## src/hdl/cag_pkg.sv

```systemverilog
package cag_pkg;
  localparam int ADDR_W = 24;
  localparam int SEG_W = 8;
  localparam int PAGE_W = 10;
  localparam int PAGE_OFF_W = 14;
  localparam int WORD_W = 16;
  localparam int NUM_PAGE_PTR = 4;
  // segment kept for the on-chip boot and monitor memories
  localparam logic [7:0] BOOT_SEG = 8'hBF;
  localparam logic [15:0] BLOCKED_READ_VAL = 16'h0000;
  localparam logic [15:0] STACK_STEP = 16'h0002;
  // reset values
  localparam logic [7:0] CODE_SEG_RST = 8'h00;
  localparam logic [9:0] PAGE_PTR_RST = 10'h000;
  localparam logic [15:0] SP_RST = 16'hFC00;
  localparam logic [7:0] STK_SEG_RST = 8'h00;
  localparam logic [15:0] STK_LOW_RST = 16'hFA00;
  localparam logic [15:0] STK_HIGH_RST = 16'hFC00;
  localparam logic [15:0] BANK_BASE_RST = 16'hFC00;
  // bank base lives in segment 0
  localparam logic [7:0] BANK_SEG = 8'h00;
  typedef enum logic [1:0] {
    ST_IDLE = 2'b01,
    ST_WAIT = 2'b10
  } cag_bus_state_type;
endpackage

```

## src/hdl/cag_stk_if.sv

```systemverilog
`timescale 1ns/1ps
interface cag_stk_if;
  logic push;
  logic pop;
  logic ld_sp;
  logic ld_seg;
  logic ld_low;
  logic ld_high;
  logic [15:0] wdata;
  logic [7:0] wseg;
  logic [15:0] sp;
  logic [7:0] seg;
  logic [15:0] low;
  logic [15:0] high;
  logic [23:0] op_addr;
  logic below;
  logic above;
  modport ctl (output push, pop, ld_sp, ld_seg, ld_low, ld_high, wdata, wseg,
               input sp, seg, low, high, op_addr, below, above);
  modport unit (input push, pop, ld_sp, ld_seg, ld_low, ld_high, wdata, wseg,
                output sp, seg, low, high, op_addr, below, above);
endinterface

```

## src/hdl/cag_stack.sv

```systemverilog
`timescale 1ns/1ps
module cag_stack
  import cag_pkg::*;
(
  input wire logic i_clk,
  input wire logic i_arst_n,
  cag_stk_if.unit stk
);
  import cag_pkg::*;

  logic [15:0] sp_r, sp_nxt;
  logic [7:0] seg_r, seg_nxt;
  logic [15:0] low_r, low_nxt;
  logic [15:0] high_r, high_nxt;
  logic [15:0] push_off;

  // offset only moves; the segment is never carried into
  assign push_off = sp_r - STACK_STEP;

  // next stack state
  always_comb
  begin
    sp_nxt = sp_r;
    seg_nxt = seg_r;
    low_nxt = low_r;
    high_nxt = high_r;
    if (stk.push)
      sp_nxt = push_off; // decrement before write
    else if (stk.pop)
      sp_nxt = sp_r + STACK_STEP; // word steps only
    else if (stk.ld_sp)
      sp_nxt = stk.wdata;
    if (stk.ld_seg)
      seg_nxt = stk.wseg;
    if (stk.ld_low)
      low_nxt = stk.wdata;
    if (stk.ld_high)
      high_nxt = stk.wdata;
  end

  always_ff @(posedge i_clk or negedge i_arst_n)
  begin
    if (!i_arst_n)
    begin
      sp_r <= SP_RST;
      seg_r <= STK_SEG_RST;
      low_r <= STK_LOW_RST;
      high_r <= STK_HIGH_RST;
    end
    else
    begin
      sp_r <= sp_nxt;
      seg_r <= seg_nxt;
      low_r <= low_nxt;
      high_r <= high_nxt;
    end
  end

  // push targets the new top, pop reads the current top
  assign stk.op_addr = stk.push ? {seg_r, push_off} : {seg_r, sp_r};
  assign stk.sp = sp_r;
  assign stk.seg = seg_r;
  assign stk.low = low_r;
  assign stk.high = high_r;
  // limit compare only; trapping is left to the core
  assign stk.below = (sp_r < low_r);
  assign stk.above = (sp_r > high_r);
endmodule // cag_stack

```

## src/hdl/cag_addr_gen.sv

```systemverilog
`timescale 1ns/1ps
module cag_addr_gen
  import cag_pkg::*;
(
  input wire logic i_clk,
  input wire logic i_arst_n,
  input wire logic i_boot_mode,
  input wire logic i_emul_mode,
  input wire logic i_far_jump,
  input wire logic i_far_call,
  input wire logic i_far_ret,
  input wire logic [cag_pkg::SEG_W-1:0] i_far_seg,
  input wire logic i_fetch_req,
  input wire logic [cag_pkg::WORD_W-1:0] i_fetch_off,
  output logic [cag_pkg::ADDR_W-1:0] o_fetch_addr,
  output logic o_fetch_valid,
  output logic [cag_pkg::SEG_W-1:0] o_code_segment_pointer,
  input wire logic i_page_ptr_we,
  input wire logic [1:0] i_page_ptr_sel,
  input wire logic [cag_pkg::PAGE_W-1:0] i_page_ptr_wdata,
  output logic [cag_pkg::NUM_PAGE_PTR*cag_pkg::PAGE_W-1:0] o_page_pointer_set,
  input wire logic i_data_req,
  input wire logic i_data_we,
  input wire logic i_data_byte,
  input wire logic [cag_pkg::WORD_W-1:0] i_data_off,
  input wire logic i_data_seg_ovr,
  input wire logic [cag_pkg::SEG_W-1:0] i_data_seg,
  input wire logic [cag_pkg::WORD_W-1:0] i_data_wdata,
  output logic o_data_ready,
  output logic o_data_rvalid,
  output logic [cag_pkg::WORD_W-1:0] o_data_rdata,
  input wire logic i_push,
  input wire logic i_pop,
  input wire logic [cag_pkg::WORD_W-1:0] i_push_data,
  output logic o_stack_ready,
  input wire logic i_sp_we,
  input wire logic i_stk_seg_we,
  input wire logic i_stk_low_we,
  input wire logic i_stk_high_we,
  input wire logic [cag_pkg::WORD_W-1:0] i_stk_wdata,
  input wire logic [cag_pkg::SEG_W-1:0] i_stk_seg_wdata,
  output logic [cag_pkg::WORD_W-1:0] o_stack_offset_reg,
  output logic [cag_pkg::SEG_W-1:0] o_stack_segment_reg,
  output logic [cag_pkg::WORD_W-1:0] o_stack_low_limit,
  output logic [cag_pkg::WORD_W-1:0] o_stack_high_limit,
  output logic o_stack_below_low,
  output logic o_stack_above_high,
  input wire logic i_bank_base_we,
  input wire logic [cag_pkg::WORD_W-1:0] i_bank_base_wdata,
  input wire logic i_switch_ctx,
  output logic [cag_pkg::WORD_W-1:0] o_bank_base_pointer,
  input wire logic i_gpr_req,
  input wire logic i_gpr_byte,
  input wire logic [3:0] i_gpr_num,
  input wire logic [3:0] i_gpr_bit,
  output logic o_gpr_valid,
  output logic [cag_pkg::ADDR_W-1:0] o_gpr_addr,
  output logic [3:0] o_gpr_bit,
  output logic o_bus_req,
  output logic o_bus_we,
  output logic o_bus_byte,
  output logic o_bus_onchip,
  output logic [cag_pkg::ADDR_W-1:0] o_bus_addr,
  output logic [cag_pkg::WORD_W-1:0] o_bus_wdata,
  input wire logic i_bus_done,
  input wire logic [cag_pkg::WORD_W-1:0] i_bus_rdata
);
  import cag_pkg::*;

  cag_stk_if stk ();

  cag_stack u_stack (
    .i_clk(i_clk),
    .i_arst_n(i_arst_n),
    .stk(stk)
  );

  logic [SEG_W-1:0] code_seg_r, code_seg_nxt;
  logic [PAGE_W-1:0] page_ptr_r [NUM_PAGE_PTR];
  logic [PAGE_W-1:0] page_ptr_nxt [NUM_PAGE_PTR];
  logic [WORD_W-1:0] bank_base_r, bank_base_nxt;
  cag_bus_state_type state_r, state_nxt;
  logic idle;
  logic stack_op;
  logic stack_take;
  logic data_take;
  logic [ADDR_W-1:0] data_addr;
  logic [ADDR_W-1:0] req_addr;
  logic req_we;
  logic [WORD_W-1:0] req_wdata;
  logic boot_hit;
  logic boot_open;
  logic bus_req_r, bus_req_nxt;
  logic bus_we_r, bus_we_nxt;
  logic bus_byte_r, bus_byte_nxt;
  logic bus_onchip_r, bus_onchip_nxt;
  logic [ADDR_W-1:0] bus_addr_r, bus_addr_nxt;
  logic [WORD_W-1:0] bus_wdata_r, bus_wdata_nxt;
  logic rvalid_r, rvalid_nxt;
  logic [WORD_W-1:0] rdata_r, rdata_nxt;
  logic fetch_valid_r, fetch_valid_nxt;
  logic [ADDR_W-1:0] fetch_addr_r, fetch_addr_nxt;
  logic gpr_valid_r, gpr_valid_nxt;
  logic [ADDR_W-1:0] gpr_addr_r, gpr_addr_nxt;
  logic [3:0] gpr_bit_r, gpr_bit_nxt;
  logic [WORD_W-1:0] gpr_off;

  // one access in flight; stack work outranks plain data
  assign idle = (state_r == ST_IDLE);
  assign stack_op = i_push | i_pop | i_switch_ctx;
  assign o_stack_ready = idle;
  assign o_data_ready = idle & ~stack_op;
  assign stack_take = idle & stack_op;
  assign data_take = idle & ~stack_op & i_data_req;

  // stack unit control; a context switch pushes the old base
  assign stk.push = stack_take & (i_push | i_switch_ctx);
  assign stk.pop = stack_take & i_pop & ~i_push & ~i_switch_ctx;
  assign stk.ld_sp = i_sp_we & ~stack_take;
  assign stk.ld_seg = i_stk_seg_we;
  assign stk.ld_low = i_stk_low_we;
  assign stk.ld_high = i_stk_high_we;
  assign stk.wdata = i_stk_wdata;
  assign stk.wseg = i_stk_seg_wdata;

  // data address: explicit segment wins over the page pointers
  always_comb
  begin
    if (i_data_seg_ovr)
      data_addr = {i_data_seg, i_data_off};
    else
      data_addr = {page_ptr_r[i_data_off[15:14]], i_data_off[PAGE_OFF_W-1:0]};
  end

  // pick the access that goes to the bus this cycle
  always_comb
  begin
    if (stack_take)
    begin
      req_addr = stk.op_addr;
      req_we = ~stk.pop;
      req_wdata = (i_switch_ctx & ~i_push) ? bank_base_r : i_push_data; // a push outranks a switch
    end
    else
    begin
      req_addr = data_addr;
      req_we = i_data_we;
      req_wdata = i_data_wdata;
    end
  end

  // segment 191 is closed unless a special mode is on
  assign boot_hit = (req_addr[ADDR_W-1:WORD_W] == BOOT_SEG);
  assign boot_open = i_boot_mode | i_emul_mode;

  // bus state and read return
  always_comb
  begin
    state_nxt = state_r;
    bus_req_nxt = bus_req_r;
    bus_we_nxt = bus_we_r;
    bus_byte_nxt = bus_byte_r;
    bus_onchip_nxt = bus_onchip_r;
    bus_addr_nxt = bus_addr_r;
    bus_wdata_nxt = bus_wdata_r;
    rvalid_nxt = 1'b0;
    rdata_nxt = rdata_r;
    case (state_r)
      ST_IDLE:
      begin
        if (stack_take | data_take)
        begin
          if (boot_hit && !boot_open)
          begin
            // no bus cycle at all; a read answers with the fixed value
            rvalid_nxt = ~req_we;
            rdata_nxt = BLOCKED_READ_VAL;
          end
          else
          begin
            state_nxt = ST_WAIT;
            bus_req_nxt = 1'b1;
            bus_we_nxt = req_we;
            bus_byte_nxt = stack_take ? 1'b0 : i_data_byte;
            bus_onchip_nxt = boot_hit; // keeps pins quiet
            bus_addr_nxt = req_addr;
            bus_wdata_nxt = req_wdata;
          end
        end
      end
      ST_WAIT:
      begin
        if (i_bus_done)
        begin
          state_nxt = ST_IDLE;
          bus_req_nxt = 1'b0;
          rvalid_nxt = ~bus_we_r;
          rdata_nxt = bus_we_r ? rdata_r : i_bus_rdata;
        end
      end
      default:
      begin
        state_nxt = ST_IDLE;
        bus_req_nxt = 1'b0;
      end
    endcase
  end

  always_ff @(posedge i_clk or negedge i_arst_n)
  begin
    if (!i_arst_n)
    begin
      state_r <= ST_IDLE;
      bus_req_r <= 1'b0;
      bus_we_r <= 1'b0;
      bus_byte_r <= 1'b0;
      bus_onchip_r <= 1'b0;
      bus_addr_r <= '0;
      bus_wdata_r <= '0;
      rvalid_r <= 1'b0;
      rdata_r <= '0;
    end
    else
    begin
      state_r <= state_nxt;
      bus_req_r <= bus_req_nxt;
      bus_we_r <= bus_we_nxt;
      bus_byte_r <= bus_byte_nxt;
      bus_onchip_r <= bus_onchip_nxt;
      bus_addr_r <= bus_addr_nxt;
      bus_wdata_r <= bus_wdata_nxt;
      rvalid_r <= rvalid_nxt;
      rdata_r <= rdata_nxt;
    end
  end

  // code segment pointer and fetch address; no carry out of the offset
  always_comb
  begin
    code_seg_nxt = code_seg_r;
    if (i_far_jump | i_far_call | i_far_ret)
      code_seg_nxt = i_far_seg;
    fetch_valid_nxt = i_fetch_req;
    fetch_addr_nxt = i_fetch_req ? {code_seg_r, i_fetch_off} : fetch_addr_r;
  end

  always_ff @(posedge i_clk or negedge i_arst_n)
  begin
    if (!i_arst_n)
    begin
      code_seg_r <= CODE_SEG_RST;
      fetch_valid_r <= 1'b0;
      fetch_addr_r <= '0;
    end
    else
    begin
      code_seg_r <= code_seg_nxt;
      fetch_valid_r <= fetch_valid_nxt;
      fetch_addr_r <= fetch_addr_nxt;
    end
  end

  // page pointers, one per quarter of the 16-bit data space
  for (genvar g = 0; g < NUM_PAGE_PTR; g++)
  begin : g_page
    always_comb
    begin
      page_ptr_nxt[g] = page_ptr_r[g];
      if (i_page_ptr_we && (i_page_ptr_sel == 2'(g)))
        page_ptr_nxt[g] = i_page_ptr_wdata;
    end

    always_ff @(posedge i_clk or negedge i_arst_n)
    begin
      if (!i_arst_n)
        page_ptr_r[g] <= PAGE_PTR_RST;
      else
        page_ptr_r[g] <= page_ptr_nxt[g];
    end

    assign o_page_pointer_set[g*PAGE_W +: PAGE_W] = page_ptr_r[g];
  end

  // word n at base+2n; byte code {n, high} lands on even/odd byte
  always_comb
  begin
    if (i_gpr_byte)
      gpr_off = {12'h000, i_gpr_num}; // code {n, high} is the byte offset
    else
      gpr_off = {11'h000, i_gpr_num, 1'b0};
  end

  // bank base; a switch loads the new base in the same cycle it saves
  always_comb
  begin
    bank_base_nxt = bank_base_r;
    if (i_switch_ctx && !i_push && stack_take)
      bank_base_nxt = i_bank_base_wdata;
    else if (i_bank_base_we)
      bank_base_nxt = i_bank_base_wdata;
    gpr_valid_nxt = i_gpr_req;
    gpr_addr_nxt = i_gpr_req ? {BANK_SEG, bank_base_r + gpr_off} : gpr_addr_r; // no page pointer involved
    gpr_bit_nxt = i_gpr_req ? i_gpr_bit : gpr_bit_r;
  end

  always_ff @(posedge i_clk or negedge i_arst_n)
  begin
    if (!i_arst_n)
    begin
      bank_base_r <= BANK_BASE_RST;
      gpr_valid_r <= 1'b0;
      gpr_addr_r <= '0;
      gpr_bit_r <= '0;
    end
    else
    begin
      bank_base_r <= bank_base_nxt;
      gpr_valid_r <= gpr_valid_nxt;
      gpr_addr_r <= gpr_addr_nxt;
      gpr_bit_r <= gpr_bit_nxt;
    end
  end

  // outputs; local banks have no path here at all
  assign o_fetch_addr = fetch_addr_r;
  assign o_fetch_valid = fetch_valid_r;
  assign o_code_segment_pointer = code_seg_r;
  assign o_data_rvalid = rvalid_r;
  assign o_data_rdata = rdata_r;
  assign o_stack_offset_reg = stk.sp;
  assign o_stack_segment_reg = stk.seg;
  assign o_stack_low_limit = stk.low;
  assign o_stack_high_limit = stk.high;
  assign o_stack_below_low = stk.below;
  assign o_stack_above_high = stk.above;
  assign o_bank_base_pointer = bank_base_r;
  assign o_gpr_valid = gpr_valid_r;
  assign o_gpr_addr = gpr_addr_r;
  assign o_gpr_bit = gpr_bit_r;
  assign o_bus_req = bus_req_r;
  assign o_bus_we = bus_we_r;
  assign o_bus_byte = bus_byte_r;
  assign o_bus_onchip = bus_onchip_r;
  assign o_bus_addr = bus_addr_r;
  assign o_bus_wdata = bus_wdata_r;
endmodule // cag_addr_gen

```

## config.mk

```make
export PLATFORM = sky130hd
export DESIGN_NAME = cag_addr_gen
export DESIGN_NICKNAME = d
export VERILOG_FILES = /design/src/hdl/cag_pkg.sv /design/src/hdl/cag_stk_if.sv /design/src/hdl/cag_stack.sv /design/src/hdl/cag_addr_gen.sv
export SDC_FILE = /design/constraint.sdc
export NUM_CORES = 1
export LEC_CHECK = 0
export BUFFER_PORTS_ARGS = -buffer_cell sky130_fd_sc_hd__buf_2
export CAP_MARGIN = 20
export CORE_ASPECT_RATIO = 0.5
export CORE_MARGIN = 1
export CORE_UTILIZATION = 51
export CTS_CLUSTER_DIAMETER = 200
export DETAILED_ROUTE_END_ITERATION = 7
export PLACE_DENSITY = 0.87
export SETUP_SLACK_MARGIN = 0.02
export SYNTH_ARGS = -nofsm -noshare
export SYNTH_HDL_FRONTEND = slang
export SYNTH_SLANG_ARGS = --single-unit
```

## constraint.sdc

```tcl
create_clock -name i_clk -period 3.64 [get_ports i_clk]
set_clock_uncertainty 0.05 [all_clocks]
set_input_delay 0.546 -clock i_clk [delete_from_list [all_inputs] [get_ports i_clk]]
set_output_delay 0.546 -clock i_clk [all_outputs]
set_load 0.01 [all_outputs]
```

==> flow_metrics.py, run 1 <==
metrics = {
    "cells_and_area": {
        "instances_no_fill": 1790,
        "area_growth_pct": 25.43,
        "seq_area_um2": 5737,
        "fillCellCount": 1704,
        "multi_input_area_um2": 5505,
        "final_cell_area_um2": 14800,
        "nNetsFinal": 1691,
        "drive_above_1_share": 0.4327,
    },
    "power_and_ir_drop": {
        "leakage_nw": 7.252,
        "power.density_nw_per_um2": 725.6,
        "vdd_ir_drop_max_mv": 0.3604,
    },
    "die": {
        "ios": 419,
        "die_y_um": 109.5,
        "start_util": 0.5325,
        "core.rowCount": 38,
        "fp.dieW_um": 217.1,
        "dieArea_um2": 23780,
        "coreArea_um2": 22160,
    },
    "global_routing": {
        "antenna_found_initial": 4,
        "gr-usage-all-layers": 0.2961,
        "grt_pass1_vias": 10136,
        "grt_overflow": 0,
        "grt_max_degree": 84,
        "grt_pass1_wl_um": 55140,
    },
    "route": {
        "wl_per_cell_um": 19.69,
        "met1_length_um": 14110,
        "via_count": 10120,
        "wl_met2_um": 18120,
        "routed-wl-met3_um": 2123,
        "via_per_inst": 5.654,
        "drtIter0Drc": 754,
        "top_layer": "met4",
        "detail_route.first_pass.iterations": 5,
        "drc_errors": 0,
        "postRouteAntennaNets": 0,
        "routed_wl_um": 35240,
    },
    "setup_path": {
        "critPathSlowestCell": "dfstp_2",
        "reg2reg_slack_ns": 0.86,
        "critical_path_required_ns": 3.04,
        "cp_cell_sequence": "ha_1, a21o_1, a21o_1, a21oi_1, nor2_1, a2111oi_0, a21oi_1, buf_2",
        "critPathKind": "flip-flop to primary output",
        "arrival_ns": 2.83,
        "critical_path.max_fanout": 13,
        "startpoint_type": "flip-flop",
        "cp_num_buf_inv": 1,
        "slowest_delay_ns": 0.72,
        "rr_startpoint": "state_r[0]",
        "end_kind": "primary output",
        "timing.rr.end": "o_data_rdata[9]",
        "crit_family": "compound AO/OA/AOI/OAI gates",
        "r2r_cells": 9,
    },
    "sta": {
        "tightest_slew_ns": 1.098,
        "setup_viol": 0,
        "period_needed_ns": 3.422,
        "fmax_mhz": 292.3,
        "timing.slew.headroom": 0.2677,
        "final.period_utilization": 0.9400,
        "hold_violations": 0,
        "final-max-slew-violation-count": 0,
        "finalSetupTns_ns": 0,
        "rsz0062_at_grt": "no",
    },
    "placed_design": {
        "portBuffers": 410,
        "dpl_cell_area_um2": 14060,
        "place_congestion": 0.9194,
        "dpl.cell_count": 1745,
        "dp_hpwl_um": 26680,
    },
    "yosys": {
        "synth-main-ff-cell": "dfrtp_1",
        "avgSynthCellArea_um2": 10.90,
        "synthCells": 1082,
        "async_flop_share": 1.000,
        "synth_edf_count": 0,
        "synth_seq_area_share": 0.4863,
        "synth_top_family_by_area": "multiplexers",
        "synth_xor_area_frac": 0.02227,
        "synth-simple-area-share": 0.09418,
        "synth-compound-area-share": 0.1048,
        "synth_area_um2": 11800,
        "synthMuxAreaShare": 0.1984,
        "ys_types": 65,
        "yosysTopAreaCellShare": 0.4306,
        "netlist_top_cells_area": "dfrtp_1, mux2_2, dfstp_2, ha_1, mux2i_1",
        "synth_fa_ha_area_frac": 0.04412,
        "synth-seq-cells": 228,
        "yosys_warnings": 0,
        "synth_top_area_cell": "dfrtp_1",
    },
    "worst_hold_path": {
        "min_from": "i_fetch_off[15]",
        "min_delay_worst_endpoint": "o_fetch_addr[15]",
        "worst_hold_path_type": "input port to flip-flop",
        "hold_depth": 2,
    },
    "cts": {
        "cts.sinks": 228,
        "tritoncts": "done",
        "cts_root_buf": "clkbuf_16",
        "cts_setup_buffers": 0,
        "htree_levels": 1,
        "numCtsBuffers": 22,
        "clk-insertion-delay-late_ns": 0.53,
        "clock_path_buffers": 3,
        "clk_pin_slew_ns": 0.07,
    },
    "run": {
        "cap_violations": 0,
    },
    "status": {
        "status": "finished, final reports clean",
    },
}
-- flip-flops by register name, indices dropped and copies added, names as in the netlist, 2 cells and up --
register                cells
o_page_pointer_set         40
o_bus_addr                 24
o_fetch_addr               24
o_bank_base_pointer        16
o_bus_wdata                16
o_data_rdata               16
o_gpr_addr                 16
u_stack.stk.high           16
u_stack.stk.low            16
u_stack.stk.sp             16
o_code_segment_pointer      8
u_stack.stk.seg             8
o_gpr_bit                   4
state_r                     2
-- cells in the final DEF (no fill, tap or decap), types with 12 or more instances in the layout --
master / count
xor2_1: 18
inv_1: 66
ha_1: 40
dfrtp_1: 203
dfstp_2: 25
buf_2: 409
buf_4: 15
nand2_1: 100
a21o_1: 12
xnor2_1: 12
clkbuf_16: 22
a21oi_1: 50
mux2_2: 144
mux2i_1: 49
o21ai_0: 93
nor2_1: 56
nand3_1: 20
-- metal layers --
layer,GRT usage,vias up
met3,0.04537,72
met1,0.3755,5069
met2,0.5324,426
met4,0.08149,0
met5,0,-
li1,-,4553
-- power breakdown --
group          switching [mW]  internal (mW)
clock network            1.03           1.30
logic                    2.50           1.95
registers               0.690           3.27
-- layout make-up --
class                           instances  area share
Tap cell                              300     0.02537
Inverter                               66     0.01674
Multi-Input combinational cell        725      0.3720
Antenna cell                            4   0.0006764
Timing Repair Buffer                  427      0.1490
Sequential cell                       228      0.3877
Clock buffer                           32     0.04312
Clock inverter                          8    0.005411
-- worst max path at each step --
stage	slack, ns	start	end	cells past startpoint
after floorplan	0.91	i_data_off[14]	o_bus_addr[10]	8
after global placement	0.39	i_data_off[14]	o_bus_wdata[2]	8
after detailed placement	0.32	i_data_off[14]	o_bus_addr[16]	9
after CTS	0.19	u_stack.stk.sp[10]	o_stack_above_high	8
after global routing	0.07	u_stack.stk.sp[10]	o_stack_above_high	8
final	0.22	u_stack.stk.sp[10]	o_stack_above_high	8
-- synth_stat cells (4+ instances only) --
cell      count
a21o_1       12
a21oi_1      51
and3_1        8
buf_2         5
buf_4        12
clkbuf_1     48
dfrtp_1     203
dfstp_2      25
ha_1         40
inv_1        66
mux2_2      144
mux2i_1      49
mux4_1        4
mux4_2        4
nand2_1     100
nand2b_1      5
nand3_1      20
nand3b_1      5
nand4_1       6
nor2_1       56
nor2b_1       4
nor3_1        9
nor3b_1       4
nor4_1        4
o211ai_1      9
o21a_1        5
o21ai_0      93
o22ai_1       4
or3_1         4
xnor2_1      12
xor2_1       18
-- through the flow --
| step | utilization | power (mW) | hold WS, ns | setup slack (ns) |
|---|---|---|---|---|
| after floorplan | - | 6.685 | 0.2004 | 0.9070 |
| after global placement | 0.6346 | 8.168 | 0.4152 | 0.3935 |
| after detailed placement | 0.6346 | 8.398 | 0.4311 | 0.3183 |
| after CTS | 0.6674 | 10.74 | 0.1755 | 0.1927 |
| after global routing | 0.6679 | 11.37 | 0.1716 | 0.06561 |
| final | 0.6679 | 10.74 | 0.1946 | 0.2184 |
-- kinds of logic after synthesis --
group,count (synthesis)
simple gates,236
flops,228
compound gates,206
mux,204
buf+inv,136
fa+ha+maj,41
xor+xnor,30
other cells,1
-- repair_timing --
| action | in CTS | in global routing |
|---|---|---|
| resized for setup | 0 | 0 |
| hold buffers | 1 | 0 |
| hold endpoints to repair | 37 | 0 |
| setup endpoints to repair | 0 | 0 |
Power figures use the tool's default switching activity.
==> inputs of run 2 (changes only) <==
==> constraint.sdc (replaced) <==
create_clock -name i_clk -period 3.64 [get_ports i_clk]
set_clock_uncertainty 0.05 [all_clocks]
set_input_delay 0.546 -clock i_clk [delete_from_list [all_inputs] [get_ports i_clk]]
set_output_delay 0.546 -clock i_clk [all_outputs]
set_load 0.1 [all_outputs]
==> run 2 against run 1 <==
Register-to-register slack worse by 0.20 ns; cell area grew 0.43%; worst hold slack got worse by 0.18 ns; non-clock buffer count shrank 1; via count unchanged; utilization grew 0.29 points; maximum frequency fell by 1.3%; critical path depth unchanged; flip-flop and latch count is the same; highest routed layer unchanged.
==> flow_metrics.py, run 2 (synthesis results as in run 1) <==
metrics = {
    "cts": {
        "cts_root_buf": "clkbuf_16",
        "htree_levels": 1,
        "numCtsBuffers": 22,
        "tritoncts": "done",
        "clk-insertion-delay-late_ns": 0.53,
        "holdBufCountCts": 0,
        "clk_pin_slew_ns": 0.07,
        "cts_setup_buffers": 0,
        "clock_path_buffers": 3,
        "cts.sinks": 228,
    },
    "sta": {
        "fin_ws_ns": 0.1745,
        "setup_viol": 0,
        "final-max-slew-violation-count": 0,
        "tightest_slew_ns": 1.079,
        "finalSetupTns_ns": 0,
        "fmax_mhz": 288.6,
        "hold_violations": 0,
        "timing.slew.headroom": 0.2754,
        "period_needed_ns": 3.466,
        "final.period_utilization": 0.9521,
        "rsz0062_at_grt": "no",
        "hold_ws_ns": 0.01779,
    },
    "placed_design": {
        "dp_hpwl_um": 26490,
        "portBuffers": 410,
        "dp_slack_ns": 0.2983,
        "place_congestion": 0.9476,
    },
    "global_routing": {
        "grt_overflow": 0,
        "antenna_found_initial": 3,
        "grt_max_degree": 98,
        "grt_pass1_vias": 10279,
        "grt_pass1_wl_um": 54400,
        "gr-usage-all-layers": 0.2920,
    },
    "die": {
        "coreArea_um2": 22160,
        "fp.dieW_um": 217.1,
        "ios": 419,
        "start_util": 0.5325,
        "core.rowCount": 38,
        "dieArea_um2": 23780,
        "die_y_um": 109.5,
    },
    "setup_path": {
        "crit_family": "compound AO/OA/AOI/OAI gates",
        "cp_num_buf_inv": 1,
        "critical_path_required_ns": 3.04,
        "startpoint_type": "flip-flop",
        "end_kind": "primary output",
        "reg2reg_slack_ns": 0.66,
        "arrival_ns": 2.87,
        "r2r_cells": 8,
        "rr_startpoint": "state_r[0]",
        "critPathSlowestCell": "dfstp_4",
        "timing.rr.end": "o_data_rdata[15]",
        "cp_cell_sequence": "ha_1, a21o_1, a21o_1, a21oi_1, nor2_1, a2111oi_2, a21oi_2, buf_4",
        "slowest_delay_ns": 0.71,
        "crit_top_cell": "a21o_1",
        "critical_path.max_fanout": 13,
        "critPathKind": "flip-flop to primary output",
    },
    "route": {
        "wl_met2_um": 17770,
        "top_layer": "met4",
        "routed-wl-met3_um": 2105,
        "postRouteAntennaNets": 0,
        "met1_length_um": 14330,
        "drc_errors": 0,
        "routed_wl_um": 35700,
        "drtIter0Drc": 828,
        "wl_per_cell_um": 19.95,
        "via_per_inst": 5.657,
        "via_count": 10120,
        "detail_route.first_pass.iterations": 5,
    },
    "cells_and_area": {
        "drive_above_1_share": 0.4384,
        "layout_common_cells": "buf_2, dfrtp_1, mux2_2",
        "nNetsFinal": 1690,
        "largest_reg_flops": 40,
        "area_growth_pct": 25.97,
        "final_common_cell": "buf_2",
    },
    "run": {
        "cap_violations": 0,
    },
    "worst_hold_path": {
        "worst_hold_path_type": "input port to asynchronous set/reset pin",
    },
    "status": {
        "status": "finished, final reports clean",
    },
}
-- run 2: worst reg2reg max path, stage by stage, from the launching register on --
cell and delay (ns):
dfstp_2 0.54, ha_2 0.41, o31ai_4 0.28, mux2i_1 0.24
nor4_4 0.51, nand3_4 0.15, o21ai_4 0.16, buf_4 0.29
mux2i_1 0.25
-- run 2: stage by stage --
| stage | instance area (µm²) | utilization | std cells |
|---|---|---|---|
| after floorplan | 11850 | - | 1089 |
| after global placement | 14110 | 0.6370 | 1745 |
| after detailed placement | 14110 | 0.6370 | 1745 |
| after CTS | 14850 | 0.6700 | 1785 |
| after global routing | 14860 | 0.6707 | 1788 |
| final | 14860 | 0.6708 | 1789 |
-- run 2: worst max path at each step --
stage | from | endpoint | cells after the start
CTS | u_stack.stk.sp[10] | o_stack_above_high | 8
finish | u_stack.stk.sp[10] | o_stack_above_high | 8
global route | u_stack.stk.sp[10] | o_stack_above_high | 8
detailed placement | i_data_off[14] | o_bus_addr[6] | 8
global placement | i_data_off[14] | o_bus_addr[22] | 8
floorplan | u_stack.stk.sp[1] | o_stack_below_low | 7
-- run 2: timing repair --
action                     CTS  global route
resized for setup            2             3
pin swaps                    0             0
gates cloned                 0             0
setup endpoints to repair    1             1
-- run 2: cell type report --
class | count | area [µm²]
antenna | 4 | 10.01
clock buffer | 29 | 636.9
clock inverter | 11 | 88.84
fill | 1713 | 7295
inverter | 66 | 247.7
multi-input combinational | 725 | 5540
sequential | 228 | 5741
tap | 300 | 375.4
timing repair buffer | 426 | 2222
-- run 2: per-layer routing --
layer	vias to the layer above	track usage
met4	0	0.1308
li1	4555	-
met3	121	0.05007
met1	4995	0.3656
met5	-	0
met2	449	0.5039
Power of run 2 is not shown: default switching activity piles up to over one toggle a cycle in this logic, so the estimate is an artifact.
==> inputs of run 3 (changes only) <==
--- a/config.mk
+++ b/config.mk
@@ -9,10 +9,10 @@
 export CAP_MARGIN = 20
 export CORE_ASPECT_RATIO = 0.5
 export CORE_MARGIN = 1
-export CORE_UTILIZATION = 51
+export CORE_UTILIZATION = 45
 export CTS_CLUSTER_DIAMETER = 200
 export DETAILED_ROUTE_END_ITERATION = 7
-export PLACE_DENSITY = 0.87
+export PLACE_DENSITY = 0.78
 export SETUP_SLACK_MARGIN = 0.02
 export SYNTH_ARGS = -nofsm -noshare
 export SYNTH_HDL_FRONTEND = slang
==> run 3 against run 2 <==
Non-clock buffer count increased by 2; utilization is 8.3 points lower; die area up 13%; worst hold slack worse by 0.011 ns; critical path depth stayed put; sequential share of layout area down 0.24 points; routed wire length is 0.71% lower; first-iteration DRC count fell by 33%; cell count grew 2.6%; maximum frequency shrank 0.74%; register-to-register slack improved by 0.11 ns; count of clock-buffer cells in the layout increased by 4.
==> flow_metrics.py, run 3 (synthesis results as in run 1) <==
metrics = {
    "cells_and_area": {
        "drive_above_1_share": 0.4365,
        "layout_common_cells": "buf_2, dfrtp_1, mux2_2",
        "fillCellCount": 2135,
        "instances_no_fill": 1836,
        "final_common_cell": "buf_2",
        "nNetsFinal": 1693,
        "utilization": 0.5873,
        "area_growth_pct": 26.67,
        "largest_reg_flops": 40,
    },
    "sta": {
        "period_needed_ns": 3.491,
        "tightest_slew_ns": 0.9452,
        "finalSetupTns_ns": 0,
        "fmax_mhz": 286.4,
        "timing.slew.headroom": 0.3650,
        "final-max-slew-violation-count": 0,
        "rsz0062_at_grt": "no",
        "hold_violations": 0,
        "final.period_utilization": 0.9592,
        "setup_viol": 0,
        "hold_ws_ns": 0.006840,
    },
    "setup_path": {
        "slowest_delay_ns": 0.70,
        "arrival_ns": 2.90,
        "startpoint_type": "flip-flop",
        "crit_start": "u_stack.stk.sp[10]",
        "crit_cells": 8,
        "end_kind": "primary output",
        "critical_path_required_ns": 3.04,
        "cp_cell_sequence": "ha_1, a21o_1, a21o_1, a21oi_1, nor2_1, a2111oi_2, a21oi_2, buf_2",
        "critPathSlowestCell": "dfstp_2",
        "crit_top_cell": "a21o_1",
        "rr_startpoint": "o_page_pointer_set[7]",
        "critical_path.max_fanout": 13,
        "critPathKind": "flip-flop to primary output",
        "crit_family": "compound AO/OA/AOI/OAI gates",
        "cp_num_buf_inv": 1,
        "r2r_cells": 7,
    },
    "route": {
        "routed_wl_um": 35450,
        "met1_length_um": 14150,
        "drc_errors": 0,
        "top_layer": "met4",
        "drtIter0Drc": 557,
        "via_count": 10011,
        "wl_per_cell_um": 19.31,
        "routed-wl-met3_um": 2212,
        "wl_met2_um": 17980,
        "postRouteAntennaNets": 0,
        "detail_route.first_pass.iterations": 5,
        "via_per_inst": 5.453,
    },
    "die": {
        "dieArea_um2": 26910,
        "core.rowCount": 41,
        "start_util": 0.4637,
        "coreArea_um2": 25440,
        "die_y_um": 116.5,
        "fp.dieW_um": 231.0,
        "ios": 419,
    },
    "cts": {
        "clk_pin_slew_ns": 0.06,
        "clk-insertion-delay-late_ns": 0.54,
        "cts.sinks": 228,
        "cts_root_buf": "clkbuf_16",
        "tritoncts": "done",
        "htree_levels": 1,
        "numCtsBuffers": 23,
        "cts_setup_buffers": 0,
        "holdBufCountCts": 0,
        "clock_path_buffers": 3,
    },
    "global_routing": {
        "grt_max_degree": 97,
        "antenna_found_initial": 2,
        "grt_overflow": 0,
        "grt_pass1_vias": 9883,
        "gr-usage-all-layers": 0.2553,
        "grt_pass1_wl_um": 53730,
    },
    "placed_design": {
        "place_congestion": 0.9556,
        "dp_hpwl_um": 26840,
        "dpl.cell_count": 1791,
        "portBuffers": 410,
    },
    "status": {
        "status": "finished, final reports clean",
    },
    "run": {
        "cap_violations": 0,
    },
    "worst_hold_path": {
        "worst_hold_path_type": "input port to asynchronous set/reset pin",
    },
}
run 3: changes by cell type in the layout (fill, tap and decap cells not counted), sizes merged:
cell / delta
buf: +2
clkbuf: +4
clkinvlp: -1
bufinv: +1
clkinv: -4
inv: +2
diode: -1
run 3: layer usage:
layer  track usage  vias to the layer above
li1              -                     4560
met1        0.3165                     4943
met2        0.4480                      419
met3       0.05127                       89
met4       0.09316                        0
met5             0                        -
run 3: final timing paths:
check	to	slack (ns)
min	u_stack.stk.high[0]	0.007
max reg2reg	o_bus_addr[3]	0.77
max	o_stack_above_high	0.15
min in group i_clk	o_bank_base_pointer[7]	0.18
min reg2reg	o_bus_wdata[1]	0.44
max in group asynchronous	o_bank_base_pointer[14]	2.61
run 3: what timing repair did:
item / in CTS / in global routing
setup endpoints to repair: 1 / 0
hold endpoints to repair: 0 / 0
gates resized for setup: 2 / 0
run 3: layout make-up:
| type | count | area, µm² | share of cell area |
|---|---|---|---|
| diodes | 3 | 7.507 | 0.0005023 |
| clock buffers | 33 | 643.1 | 0.04303 |
| flip-flops and latches | 228 | 5737 | 0.3839 |
| repair buffers | 428 | 2247 | 0.1504 |
| multi-input cells | 725 | 5540 | 0.3707 |
| clock inverters | 9 | 91.34 | 0.006112 |
| well taps | 344 | 430.4 | 0.02880 |
| inverters | 66 | 247.7 | 0.01658 |
run 3: per-stage QoR:
stage               worst slack [ns]  instance area [µm²]
finish                        0.1486                14940
global route                 0.03371                14940
CTS                           0.1280                14940
detailed placement            0.2310                14200
global placement              0.3062                14200
floorplan                     0.1190                11850
run 3: worst reg2reg max path: stages (launching register included):
cell and delay, ns:
dfrtp_1 0.44, mux4_1 0.52, mux2_2 0.28, mux2i_1 0.32
nor4_4 0.13, a31oi_4 0.43, buf_12 0.23, mux2_2 0.36
Power of run 3 is left out for the same reason.
